### src/shared/timer16_cc_defines.vh
// register map, field positions and constants of the capture/compare block
`ifndef TIMER16_CC_DEFINES_VH
`define TIMER16_CC_DEFINES_VH
`define TCC_ADDR_W 8
`define TCC_CTRL_A 8'h00
`define TCC_CTRL_B 8'h04
`define TCC_COUNT 8'h08
`define TCC_CAPTURE 8'h0C
`define TCC_CMP_A_HIGH 8'h10
`define TCC_CMP_A_LOW 8'h14
`define TCC_CMP_B_HIGH 8'h18
`define TCC_CMP_B_LOW 8'h1C
`define TCC_IRQ_MASK 8'h20
`define TCC_FLAGS 8'h24
`define TCC_FORCE 8'h28
`define TCC_ANCMP_CTRL 8'h2C
`define TCC_PORT_OUT 8'h30
`define TCC_STATUS 8'h34
`define TCC_B_FILTER 7
`define TCC_B_EDGE 6
`define TCC_B_WGM_HI 4
`define TCC_B_CLKEN 0
`define TCC_A_ACT_A 6
`define TCC_A_ACT_B 4
`define TCC_A_WGM_LO 0
`define TCC_F_CAPT 0
`define TCC_F_CMPA 1
`define TCC_F_CMPB 2
`define TCC_AC_SEL 0
`define TCC_FILTER_LEN 4
`define TCC_COUNT_MAX 16'hFFFF
`endif

### src/rtl/timer16_capture_compare.v
// capture trigger path and two compare channels of a 16-bit timer
`timescale 1ns/100ps
`include "timer16_cc_defines.vh"
module timer16_capture_compare (
  input wire clock,
  input wire reset,
  input wire clock_enable,
  input wire timer_tick,
  input wire capture_input_pin,
  input wire comparator_output,
  input wire capt_irq_ack,
  input wire cmpa_irq_ack,
  input wire cmpb_irq_ack,
  input wire psel,
  input wire penable,
  input wire pwrite,
  input wire [7:0] paddr,
  input wire [31:0] pwdata,
  output reg [31:0] prdata,
  output reg pready,
  output reg pslverr,
  output reg capture_irq,
  output reg compare_a_irq,
  output reg compare_b_irq,
  output reg [1:0] compare_output_state
);
  reg [7:0] ctrl_a_q;
  reg [7:0] timer_ctrl_b;
  reg [15:0] counter_value;
  reg [15:0] capture_value_reg;
  reg [7:0] compare_high_byte;
  reg [15:0] cmp_q [0:1];
  reg [15:0] cmp_buf_q [0:1];
  reg [2:0] irq_mask_q;
  reg capture_flag;
  reg [1:0] compare_flag;
  reg comparator_capture_select;
  reg port_out_q;
  reg block_q;
  reg [2:0] pin_sync_q;
  reg [2:0] ac_sync_q;
  reg pin_lvl_q;
  reg ac_lvl_q;
  reg [2:0] filt_sh_q;
  reg filt_q;
  reg edge_prev_q;
  reg [1:0] match_q;
  reg up_q;

  wire [3:0] waveform_mode_sel = {timer_ctrl_b[`TCC_B_WGM_HI+1:`TCC_B_WGM_HI],
                                  ctrl_a_q[`TCC_A_WGM_LO+1:`TCC_A_WGM_LO]};
  wire capture_filter_enable = timer_ctrl_b[`TCC_B_FILTER];
  wire edge_rise = timer_ctrl_b[`TCC_B_EDGE];
  wire tick = timer_tick & timer_ctrl_b[`TCC_B_CLKEN];
  wire acc = psel & penable;
  // writes act once, at the edge that raises pready
  wire wr = acc & pwrite & ~pready;
  wire non_pwm = (waveform_mode_sel == 4'd0) || (waveform_mode_sel == 4'd4) ||
                 (waveform_mode_sel == 4'd12);
  wire dual_slope = (waveform_mode_sel >= 4'd1 && waveform_mode_sel <= 4'd3) ||
                    (waveform_mode_sel >= 4'd8 && waveform_mode_sel <= 4'd11);
  wire icr_top = (waveform_mode_sel == 4'd8) || (waveform_mode_sel == 4'd10) ||
                 (waveform_mode_sel == 4'd12) || (waveform_mode_sel == 4'd14);
  wire ocra_top = (waveform_mode_sel == 4'd4) || (waveform_mode_sel == 4'd9) ||
                  (waveform_mode_sel == 4'd11) || (waveform_mode_sel == 4'd15);

  // counter top value per mode
  reg [15:0] top;
  always @* begin
    case (waveform_mode_sel)
      4'd1, 4'd5: top = 16'h00FF;
      4'd2, 4'd6: top = 16'h01FF;
      4'd3, 4'd7: top = 16'h03FF;
      default: begin
        if (icr_top)
          top = capture_value_reg;
        else if (ocra_top)
          top = cmp_q[0];
        else
          top = `TCC_COUNT_MAX;
      end
    endcase
  end

  wire at_top = (counter_value == top) && !block_q;
  wire at_bottom = (counter_value == 16'h0000);
  wire load_buf = dual_slope ? (at_top && up_q) : at_bottom;

  // capture source and sampler
  wire pin_src = capture_input_pin | port_out_q;
  wire raw_src = comparator_capture_select ? ac_lvl_q : pin_lvl_q;
  // window of four samples, the newest one still in front of the register
  wire [3:0] filt_win = {filt_sh_q, raw_src};
  wire filt_all = (filt_win == {`TCC_FILTER_LEN{raw_src}});
  wire filt_next = filt_all ? raw_src : filt_q;
  wire trig_lvl = capture_filter_enable ? filt_q : raw_src;
  wire capt_evt = !icr_top && (edge_rise ? (trig_lvl & ~edge_prev_q)
                                         : (~trig_lvl & edge_prev_q));

  wire [3:0] fld = paddr[5:2];
  wire known = (paddr[1:0] == 2'b00) && (paddr <= `TCC_STATUS);

  integer i;
  always @(posedge clock or posedge reset) begin
    if (reset) begin
      ctrl_a_q <= 8'h00;
      timer_ctrl_b <= 8'h00;
      counter_value <= 16'h0000;
      capture_value_reg <= 16'h0000;
      compare_high_byte <= 8'h00;
      cmp_q[0] <= 16'h0000;
      cmp_q[1] <= 16'h0000;
      cmp_buf_q[0] <= 16'h0000;
      cmp_buf_q[1] <= 16'h0000;
      irq_mask_q <= 3'b000;
      capture_flag <= 1'b0;
      compare_flag <= 2'b00;
      comparator_capture_select <= 1'b0;
      port_out_q <= 1'b0;
      block_q <= 1'b0;
      pin_sync_q <= 3'b000;
      ac_sync_q <= 3'b000;
      pin_lvl_q <= 1'b0;
      ac_lvl_q <= 1'b0;
      filt_sh_q <= 3'h0;
      filt_q <= 1'b0;
      edge_prev_q <= 1'b0;
      match_q <= 2'b00;
      up_q <= 1'b1;
      prdata <= 32'h0000_0000;
      pready <= 1'b0;
      pslverr <= 1'b0;
      capture_irq <= 1'b0;
      compare_a_irq <= 1'b0;
      compare_b_irq <= 1'b0;
      compare_output_state <= 2'b00;
    end else if (clock_enable) begin
      // three-stage sampler, level moves when stages two and three agree
      pin_sync_q <= {pin_sync_q[1:0], pin_src};
      ac_sync_q <= {ac_sync_q[1:0], comparator_output};
      if (pin_sync_q[1] == pin_sync_q[2])
        pin_lvl_q <= pin_sync_q[2];
      if (ac_sync_q[1] == ac_sync_q[2])
        ac_lvl_q <= ac_sync_q[2];
      filt_sh_q <= {filt_sh_q[1:0], raw_src};
      filt_q <= filt_next;
      edge_prev_q <= trig_lvl;

      // counter
      if (wr && paddr == `TCC_COUNT) begin
        counter_value <= pwdata[15:0];
        block_q <= 1'b1;
      end else if (tick) begin
        block_q <= 1'b0;
        if (dual_slope) begin
          if (at_top && up_q) begin
            up_q <= 1'b0;
            counter_value <= counter_value - 16'h0001;
          end else if (at_bottom && !up_q) begin
            up_q <= 1'b1;
            counter_value <= counter_value + 16'h0001;
          end else if (up_q)
            counter_value <= counter_value + 16'h0001;
          else
            counter_value <= counter_value - 16'h0001;
        end else if (at_top && top != `TCC_COUNT_MAX)
          counter_value <= 16'h0000;
        else
          counter_value <= counter_value + 16'h0001;
      end

      // capture
      if (capt_evt)
        capture_value_reg <= counter_value;
      else if (wr && paddr == `TCC_CAPTURE && icr_top)
        capture_value_reg <= pwdata[15:0];

      // compare channels
      for (i = 0; i < 2; i = i + 1) begin
        if (tick)
          match_q[i] <= (counter_value == cmp_q[i]) && !block_q;
        else
          match_q[i] <= 1'b0;
        if (!non_pwm && tick && load_buf)
          cmp_q[i] <= cmp_buf_q[i];
        if (wr && paddr == `TCC_CMP_A_LOW + 8'h08 * i[7:0]) begin
          if (non_pwm)
            cmp_q[i] <= {compare_high_byte, pwdata[7:0]};
          else
            cmp_buf_q[i] <= {compare_high_byte, pwdata[7:0]};
        end
      end
      if (wr && (paddr == `TCC_CMP_A_HIGH || paddr == `TCC_CMP_B_HIGH))
        compare_high_byte <= pwdata[7:0];

      // output state update, actions read live
      compare_output_state[0] <= out_next(compare_output_state[0],
        ctrl_a_q[`TCC_A_ACT_A+1:`TCC_A_ACT_A],
        match_q[0] || (wr && paddr == `TCC_FORCE && pwdata[0] && non_pwm));
      compare_output_state[1] <= out_next(compare_output_state[1],
        ctrl_a_q[`TCC_A_ACT_B+1:`TCC_A_ACT_B],
        match_q[1] || (wr && paddr == `TCC_FORCE && pwdata[1] && non_pwm));

      // flags: hardware set beats clear
      capture_flag <= capt_evt | (capture_flag & ~capt_irq_ack &
        ~(wr && paddr == `TCC_FLAGS && pwdata[`TCC_F_CAPT]));
      compare_flag[0] <= match_q[0] | (compare_flag[0] & ~cmpa_irq_ack &
        ~(wr && paddr == `TCC_FLAGS && pwdata[`TCC_F_CMPA]));
      compare_flag[1] <= match_q[1] | (compare_flag[1] & ~cmpb_irq_ack &
        ~(wr && paddr == `TCC_FLAGS && pwdata[`TCC_F_CMPB]));
      capture_irq <= capture_flag & irq_mask_q[`TCC_F_CAPT];
      compare_a_irq <= compare_flag[0] & irq_mask_q[`TCC_F_CMPA];
      compare_b_irq <= compare_flag[1] & irq_mask_q[`TCC_F_CMPB];

      // register writes
      if (wr) begin
        case (paddr)
          `TCC_CTRL_A: ctrl_a_q <= pwdata[7:0];
          `TCC_CTRL_B: timer_ctrl_b <= pwdata[7:0];
          `TCC_IRQ_MASK: irq_mask_q <= pwdata[2:0];
          `TCC_ANCMP_CTRL: comparator_capture_select <= pwdata[`TCC_AC_SEL];
          `TCC_PORT_OUT: port_out_q <= pwdata[0];
          default: ;
        endcase
      end

      // apb slave: one wait state
      pready <= psel & penable & ~pready;
      pslverr <= psel & penable & ~pready & ~known;
      prdata <= 32'h0000_0000;
      if (psel && penable && !pready && !pwrite) begin
        case (paddr)
          `TCC_CTRL_A: prdata <= {24'h000000, ctrl_a_q};
          `TCC_CTRL_B: prdata <= {24'h000000, timer_ctrl_b};
          `TCC_COUNT: prdata <= {16'h0000, counter_value};
          `TCC_CAPTURE: prdata <= {16'h0000, capture_value_reg};
          `TCC_CMP_A_HIGH: prdata <= {24'h000000,
            non_pwm ? cmp_q[0][15:8] : cmp_buf_q[0][15:8]};
          `TCC_CMP_A_LOW: prdata <= {24'h000000,
            non_pwm ? cmp_q[0][7:0] : cmp_buf_q[0][7:0]};
          `TCC_CMP_B_HIGH: prdata <= {24'h000000,
            non_pwm ? cmp_q[1][15:8] : cmp_buf_q[1][15:8]};
          `TCC_CMP_B_LOW: prdata <= {24'h000000,
            non_pwm ? cmp_q[1][7:0] : cmp_buf_q[1][7:0]};
          `TCC_IRQ_MASK: prdata <= {29'h0, irq_mask_q};
          `TCC_FLAGS: prdata <= {29'h0, compare_flag, capture_flag};
          `TCC_ANCMP_CTRL: prdata <= {31'h0, comparator_capture_select};
          `TCC_PORT_OUT: prdata <= {31'h0, port_out_q};
          `TCC_STATUS: prdata <= {28'h0, up_q, filt_q, compare_output_state};
          default: prdata <= 32'h0000_0000;
        endcase
      end
    end
  end

  // next output state from action bits: 1 toggle, 2 clear, 3 set
  function out_next;
    input cur;
    input [1:0] act;
    input hit;
    begin
      if (!hit)
        out_next = cur;
      else
        case (act)
          2'd1: out_next = ~cur;
          2'd2: out_next = 1'b0;
          2'd3: out_next = 1'b1;
          default: out_next = cur;
        endcase
    end
  endfunction
endmodule

### config.mk
export PLATFORM = sky130hd
export DESIGN_NAME = timer16_capture_compare
export DESIGN_NICKNAME = d
export VERILOG_FILES = /design/src/rtl/timer16_capture_compare.v
export VERILOG_INCLUDE_DIRS = /design/src /design/src/shared
export SDC_FILE = /design/constraint.sdc
export NUM_CORES = 1
export LEC_CHECK = 0
export BUFFER_PORTS_ARGS = -buffer_cell sky130_fd_sc_hd__buf_2
export CORE_ASPECT_RATIO = 0.6
export CORE_MARGIN = 3
export CORE_UTILIZATION = 41
export CTS_BUF_LIST = sky130_fd_sc_hd__clkbuf_8
export CTS_CLUSTER_SIZE = 20
export DETAILED_ROUTE_END_ITERATION = 12
export GPL_ROUTABILITY_DRIVEN = 1
export MAX_ROUTING_LAYER = met4
export PLACE_DENSITY = 0.64
export SLEW_MARGIN = 20
export SYNTH_ARGS = -nofsm -noshare
export SYNTH_HDL_FRONTEND = slang
export SYNTH_SLANG_ARGS = --single-unit
### constraint.sdc
create_clock -name clock -period 6.9 [get_ports clock]
set_clock_uncertainty 0.1 [all_clocks]
set_input_delay 1.38 -clock clock [delete_from_list [all_inputs] [get_ports clock]]
set_output_delay 1.38 -clock clock [all_outputs]
set_load 0.1 [all_outputs]
==> results.py, run 1 <==
metrics = {
    "run_status": {
        "status": "finished clean",
    },
    "route": {
        "wl_um": 36000,
        "dr.pass1.iters": 5,
        "antenna_left": 0,
        "wl_per_cell_um": 24.9,
        "drcViolationCount": 0,
        "via_count": 9201,
        "drt-initial-drc-count": 1337,
        "viasPerCell": 6.36,
    },
    "place": {
        "placedCellCount": 1415,
        "hpwl_um": 25900,
        "place_congestion": 1.00,
        "place_area_sq_mm": 0.0105,
        "io_buffers": 58,
    },
    "pwr": {
        "combPwrFrac": 0.129,
        "p_int_uw": 1440,
        "powerDensity_mw_per_mm2": 198,
        "p_leak_uw": 0.00495,
        "seqPwrFrac": 0.538,
        "max-vdd-ir-drop_uv": 167,
        "swShare": 0.326,
        "pwr-share-clk": 0.333,
        "switchingPower_uw": 698,
    },
    "cells_and_area": {
        "syn2layout_area_growth_pct": 8.32,
        "num_antenna_cells": 0,
        "post-route-cell-area_sq_mm": 0.0108,
        "fin_cells": 1447,
        "drive_gt1_frac": 0.174,
        "num-nets-final": 1173,
        "final_common_cell": "dfrtp_1",
        "top_regs": "cmp_buf_q: 32 flops, cmp_q: 32 flops",
        "final_cell_mix": "dfrtp_1, nand2_1, a21oi_1",
    },
    "worst_setup_path": {
        "crit_arrival_ns": 5.20,
        "r2r_setup_slack_ns": 1.99,
        "rr_endpoint": "counter_value[15]",
        "setup.worst_path.end_class": "register",
        "start_kind": "register",
        "worst-r2r-cell-count": 10,
        "cp.required_ns": 7.19,
        "cp_slowest_cell": "dfrtp_1",
        "crit_type": "reg -> reg",
        "crit_chain": "nand2_1 > o22a_1 > o221ai_1 > nand4_1 > nor4_2 > and4_4 > or2_1 > o21ai_2 > a31o_1 > a221o_1",
        "slowest_delay_ns": 0.85,
        "cp_max_fo": 21,
        "worstReg2RegStart": "timer_ctrl_b[5]",
    },
    "yosys": {
        "yosys.area_share.simple": 0.158,
        "synth-xor-area-share": 0.0359,
        "syn_inst": 1106,
        "syn_area_per_cell_sq_um": 9.05,
        "synth_mux_area_frac": 0.108,
        "yosysUniqueCellTypes": 69,
        "synth_area_sq_mm": 0.0100,
        "synth_adder_area_share": 0.00250,
        "synth_compound_area_frac": 0.212,
        "async_reset_ff_frac": 1.00,
        "synth_enable_flop_cells": 0,
        "yosys_warnings": 0,
        "yosysSeqAreaShare": 0.420,
        "synth_flop_cell": "dfrtp_1",
        "synth_seq_cells": 168,
        "synth_top_family_by_area": "compound AO/OA/AOI/OAI gates",
    },
    "floorplan": {
        "core_area_sq_mm": 0.0235,
        "io_pins": 91,
        "rows": 43,
        "dieArea_sq_mm": 0.0264,
        "initial_core_util": 0.426,
        "dieHeight_um": 127,
        "fp.dieW_um": 208,
    },
    "timing": {
        "finalMaxSlewViolations": 0,
        "final.period_utilization": 0.712,
        "fin_crit_ns": 4.91,
        "clock.fmax_ghz": 0.204,
        "holdWs_ns": 0.378,
        "slew_headroom": 0.275,
        "fin_setup_tns_ns": 0,
        "setup_viol": 0,
        "rsz0062_at_grt": "false",
        "hold_viol_final": 0,
        "tightest_slew_ns": 1.08,
    },
    "global_routing": {
        "grt-ovfl-total": 0,
        "antenna_found_initial": 1,
        "grt_pass1_vias": 8309,
        "grt_use_total": 0.279,
        "grt_pass1_wl_um": 54200,
        "grt_max_degree": 61,
    },
    "clock_tree": {
        "cts_tree": "built",
        "clkLatencyLatePin_ns": 0.51,
        "clkTransAtPathRegs_ns": 0.11,
        "cts_max_path_buffers": 2,
        "cts_made_buffers": 17,
        "ctsHoldBuffers": 0,
        "postCtsSetupBuffers": 0,
        "numClockSinks": 168,
        "cts_root_buffer": "clkbuf_8",
        "cts-resized-gates": 0,
        "h-tree-depth": 4,
    },
    "hold_path": {
        "min_from": "prdata[5]",
        "hp-class": "reg -> reg",
        "holdPathStages": 1,
        "min_to": "prdata[5]",
    },
    "run": {
        "drv_cap": 0,
    },
}
how the worst max path moves through the flow:
stage	cells after the start	endpoint	start	slack, ns
6_report	10	counter_value[15]	timer_ctrl_b[5]	1.99
5_1_grt	10	counter_value[5]	timer_ctrl_b[5]	1.93
4_1_cts	10	counter_value[15]	timer_ctrl_b[5]	2.25
3_5_place_dp	12	counter_value[9]	paddr[1]	1.83
3_3_place_gp	12	counter_value[9]	paddr[1]	1.85
2_1_floorplan	1	ac_lvl_q	reset	0.87
cell usage after synthesis, types with 14 or more instances:
library cell / instances / share of area
a21o_1: 17 / 0.013
a21oi_1: 92 / 0.046
a221oi_1: 14 / 0.012
a31oi_1: 14 / 0.0088
buf_4: 18 / 0.014
clkbuf_1: 55 / 0.021
dfrtp_1: 167 / 0.42
inv_1: 41 / 0.015
mux2_2: 69 / 0.078
mux2i_1: 30 / 0.030
nand2_1: 106 / 0.040
nand3_1: 32 / 0.016
nor2_1: 67 / 0.025
nor3_1: 28 / 0.014
o21ai_0: 61 / 0.031
o22ai_1: 44 / 0.028
or3_1: 14 / 0.0088
xnor2_1: 34 / 0.030
critical path: cells and delay by family (launching register included):
family / cells / cell delay (ns)
flops: 1 / 0.85
simple gates: 5 / 2.02
compound gates: 5 / 1.81
logic make-up after synthesis:
family | Yosys count
muxes | 99
and+or+nand+nor | 324
adders and majority gates | 2
AOI/OAI and AO/OA | 330
buffers and inverters | 141
xor gates and xnor gates | 41
other | 1
DFF | 168
layout make-up:
cell class,instances,area [sq um]
clock buffer,19,262
clock inverter,13,121
fill,2295,12700
inverter,43,166
multi-input combinational,812,5260
sequential,168,4210
tap,315,394
timing repair buffer,77,433
routing by layer:
metal  vias up  share of wire  track usage  wire length, um
li1       4056              -            -                -
met1      4512           0.48        0.433            17100
met2       599           0.37        0.334            13400
met3        34           0.14        0.105             5010
met4         0          0.012       0.0558              447
met5         -              0            -                0
power by group through the flow:
stage	Combinational [uW]	Clock (uW)	Sequential (uW)
2_1_floorplan	211	0	1130
3_3_place_gp	268	0	1160
3_5_place_dp	275	0	1170
4_1_cts	275	725	1150
5_1_grt	304	765	1160
6_report	277	713	1150
stage by stage:
step | util | worst slack, ns | power [uW]
final | 0.461 | 1.99 | 2140
after global routing | 0.461 | 1.93 | 2230
after CTS | 0.461 | 2.25 | 2150
after detailed placement | 0.445 | 1.83 | 1440
after global placement | 0.445 | 1.85 | 1430
after floorplan | - | 0.875 | 1340
Power figures use the tool's default switching activity.
==> run 2, diff against run 1 <==
- PLACE_DENSITY: 0.64 -> 0.66
- clock period: 6.9 -> 4.4 ns (I/O delays scaled with it)
==> run 2 against run 1 <==
Die area did not move. Combinational power increased by 63%. Critical path depth up 1. Clock power up 74%. First-iteration DRC count grew 2.7%. Register-to-register slack lost 1.6 ns. Maximum frequency up 22%. Sequential power increased by 57%. Hold slack got worse by 0.036 ns.
==> results.py, run 2 (synthesis results as in run 1) <==
metrics = {
    "clock_tree": {
        "cts_root_buffer": "clkbuf_8",
        "numClockSinks": 168,
        "cts_tree": "built",
        "clkLatencyLatePin_ns": 0.50,
        "cts_made_buffers": 17,
        "clkTransAtPathRegs_ns": 0.10,
        "ctsHoldBuffers": 0,
        "cts_max_path_buffers": 2,
        "h-tree-depth": 4,
        "cts-resized-gates": 0,
        "postCtsSetupBuffers": 0,
    },
    "cells_and_area": {
        "num_antenna_cells": 0,
        "final_common_cell": "dfrtp_1",
        "postLayoutCoreUtil": 0.473,
        "fillers": 2272,
        "multiInputGateArea_sq_mm": 0.00525,
        "post-route-cell-area_sq_mm": 0.0111,
        "final_cell_mix": "dfrtp_1, nand2_1, a21oi_1",
        "num-nets-final": 1206,
        "drive_gt1_frac": 0.196,
        "regArea_sq_mm": 0.00421,
        "top_regs": "cmp_buf_q: 32 flops, cmp_q: 32 flops",
        "fin_cells": 1480,
        "syn2layout_area_growth_pct": 11.3,
    },
    "timing": {
        "setup_viol": 0,
        "clock.fmax_ghz": 0.248,
        "worst_slack_ns": 0.366,
        "hold_viol_final": 0,
        "rsz0062_at_grt": "false",
        "final.period_utilization": 0.917,
        "fin_setup_tns_ns": 0,
        "tightest_slew_ns": 0.988,
        "slew_headroom": 0.341,
        "finalMaxSlewViolations": 0,
        "fin_crit_ns": 4.03,
    },
    "route": {
        "dr.pass1.iters": 7,
        "drt-initial-drc-count": 1373,
        "antenna_left": 0,
        "wl_um": 36000,
        "drcViolationCount": 0,
        "wl_per_cell_um": 24.3,
        "via_count": 9271,
        "viasPerCell": 6.26,
    },
    "worst_setup_path": {
        "worstReg2RegStart": "timer_ctrl_b[5]",
        "crit_type": "reg -> reg",
        "rr_endpoint": "counter_value[6]",
        "r2r_setup_slack_ns": 0.37,
        "worst-r2r-cell-count": 11,
        "start_kind": "register",
        "setup.worst_path.end_class": "register",
        "cp_max_fo": 10,
        "crit_arrival_ns": 4.30,
        "cp.required_ns": 4.67,
    },
    "floorplan": {
        "dieHeight_um": 127,
        "rows": 43,
        "initial_core_util": 0.426,
        "dieArea_sq_mm": 0.0264,
        "fp.dieW_um": 208,
        "io_pins": 91,
        "core_area_sq_mm": 0.0235,
    },
    "global_routing": {
        "grt-ovfl-total": 0,
        "antenna_found_initial": 0,
        "grt_pass1_vias": 8563,
        "grt_pass1_wl_um": 54400,
        "grt_use_total": 0.281,
        "grt_max_degree": 116,
    },
    "pwr": {
        "max-vdd-ir-drop_uv": 193,
        "p_leak_uw": 0.00512,
        "powerDensity_mw_per_mm2": 315,
    },
    "place": {
        "place_congestion": 1.00,
        "place_area_sq_mm": 0.0107,
        "dpl_worst_slack_ns": 0.618,
        "hpwl_um": 26400,
        "placedCellCount": 1448,
        "io_buffers": 58,
    },
    "run": {
        "drv_cap": 0,
    },
    "run_status": {
        "status": "finished clean",
    },
    "hold_path": {
        "hp-class": "in -> async",
    },
}
-- run 2: critical path, stage by stage (launching register included) --
cell       delay [ns]
dfrtp_1          0.52
or3b_1           0.48
o22a_1           0.37
o221ai_1         0.32
nand4_1          0.15
nor4_2           0.58
and4_4           0.34
or2_1            0.13
buf_4            0.19
mux2_2           0.36
a221oi_1         0.25
o2bb2ai_1        0.10
-- run 2: layout make-up --
| type | count | share of cell area |
|---|---|---|
| clock inverter | 15 | 0.0171 |
| timing repair buffer | 110 | 0.0623 |
| multi-input combinational | 812 | 0.472 |
| inverter | 43 | 0.0148 |
| tap | 315 | 0.0354 |
| sequential | 168 | 0.378 |
| clock buffer | 17 | 0.0210 |
-- run 2: report_power, final --
part / internal, uW / leakage [uW] / switching [uW]
Sequential: 1650 / 0.00214 / 160
Combinational: 136 / 0.00276 / 317
Clock: 578 / 0.000223 / 666
Total: 2370 / 0.00512 / 1140
-- run 2: worst max path at each step --
stage | from | depth (start not counted) | endpoint
after floorplan | paddr[3] | 7 | cmp_buf_q[0]
after global placement | timer_ctrl_b[5] | 11 | counter_value[6]
after detailed placement | timer_ctrl_b[5] | 11 | counter_value[6]
after CTS | timer_ctrl_b[5] | 11 | counter_value[6]
after global routing | ctrl_a_q[0] | 12 | counter_value[5]
final | timer_ctrl_b[5] | 11 | counter_value[6]
-- run 2: metal layers --
metal,up-vias,share of wire,track usage
li1,4106,-,-
met1,4506,0.46,0.417
met2,608,0.38,0.351
met3,51,0.15,0.119
met4,0,0.013,0.0531
met5,-,0,-
-- run 2: metrics by stage --
step	total power [uW]	hold slack, ns
floorplan	2100	0.369
global placement	2270	0.359
detailed placement	2280	0.366
CTS	3510	0.344
global route	3650	0.373
finish	3510	0.342
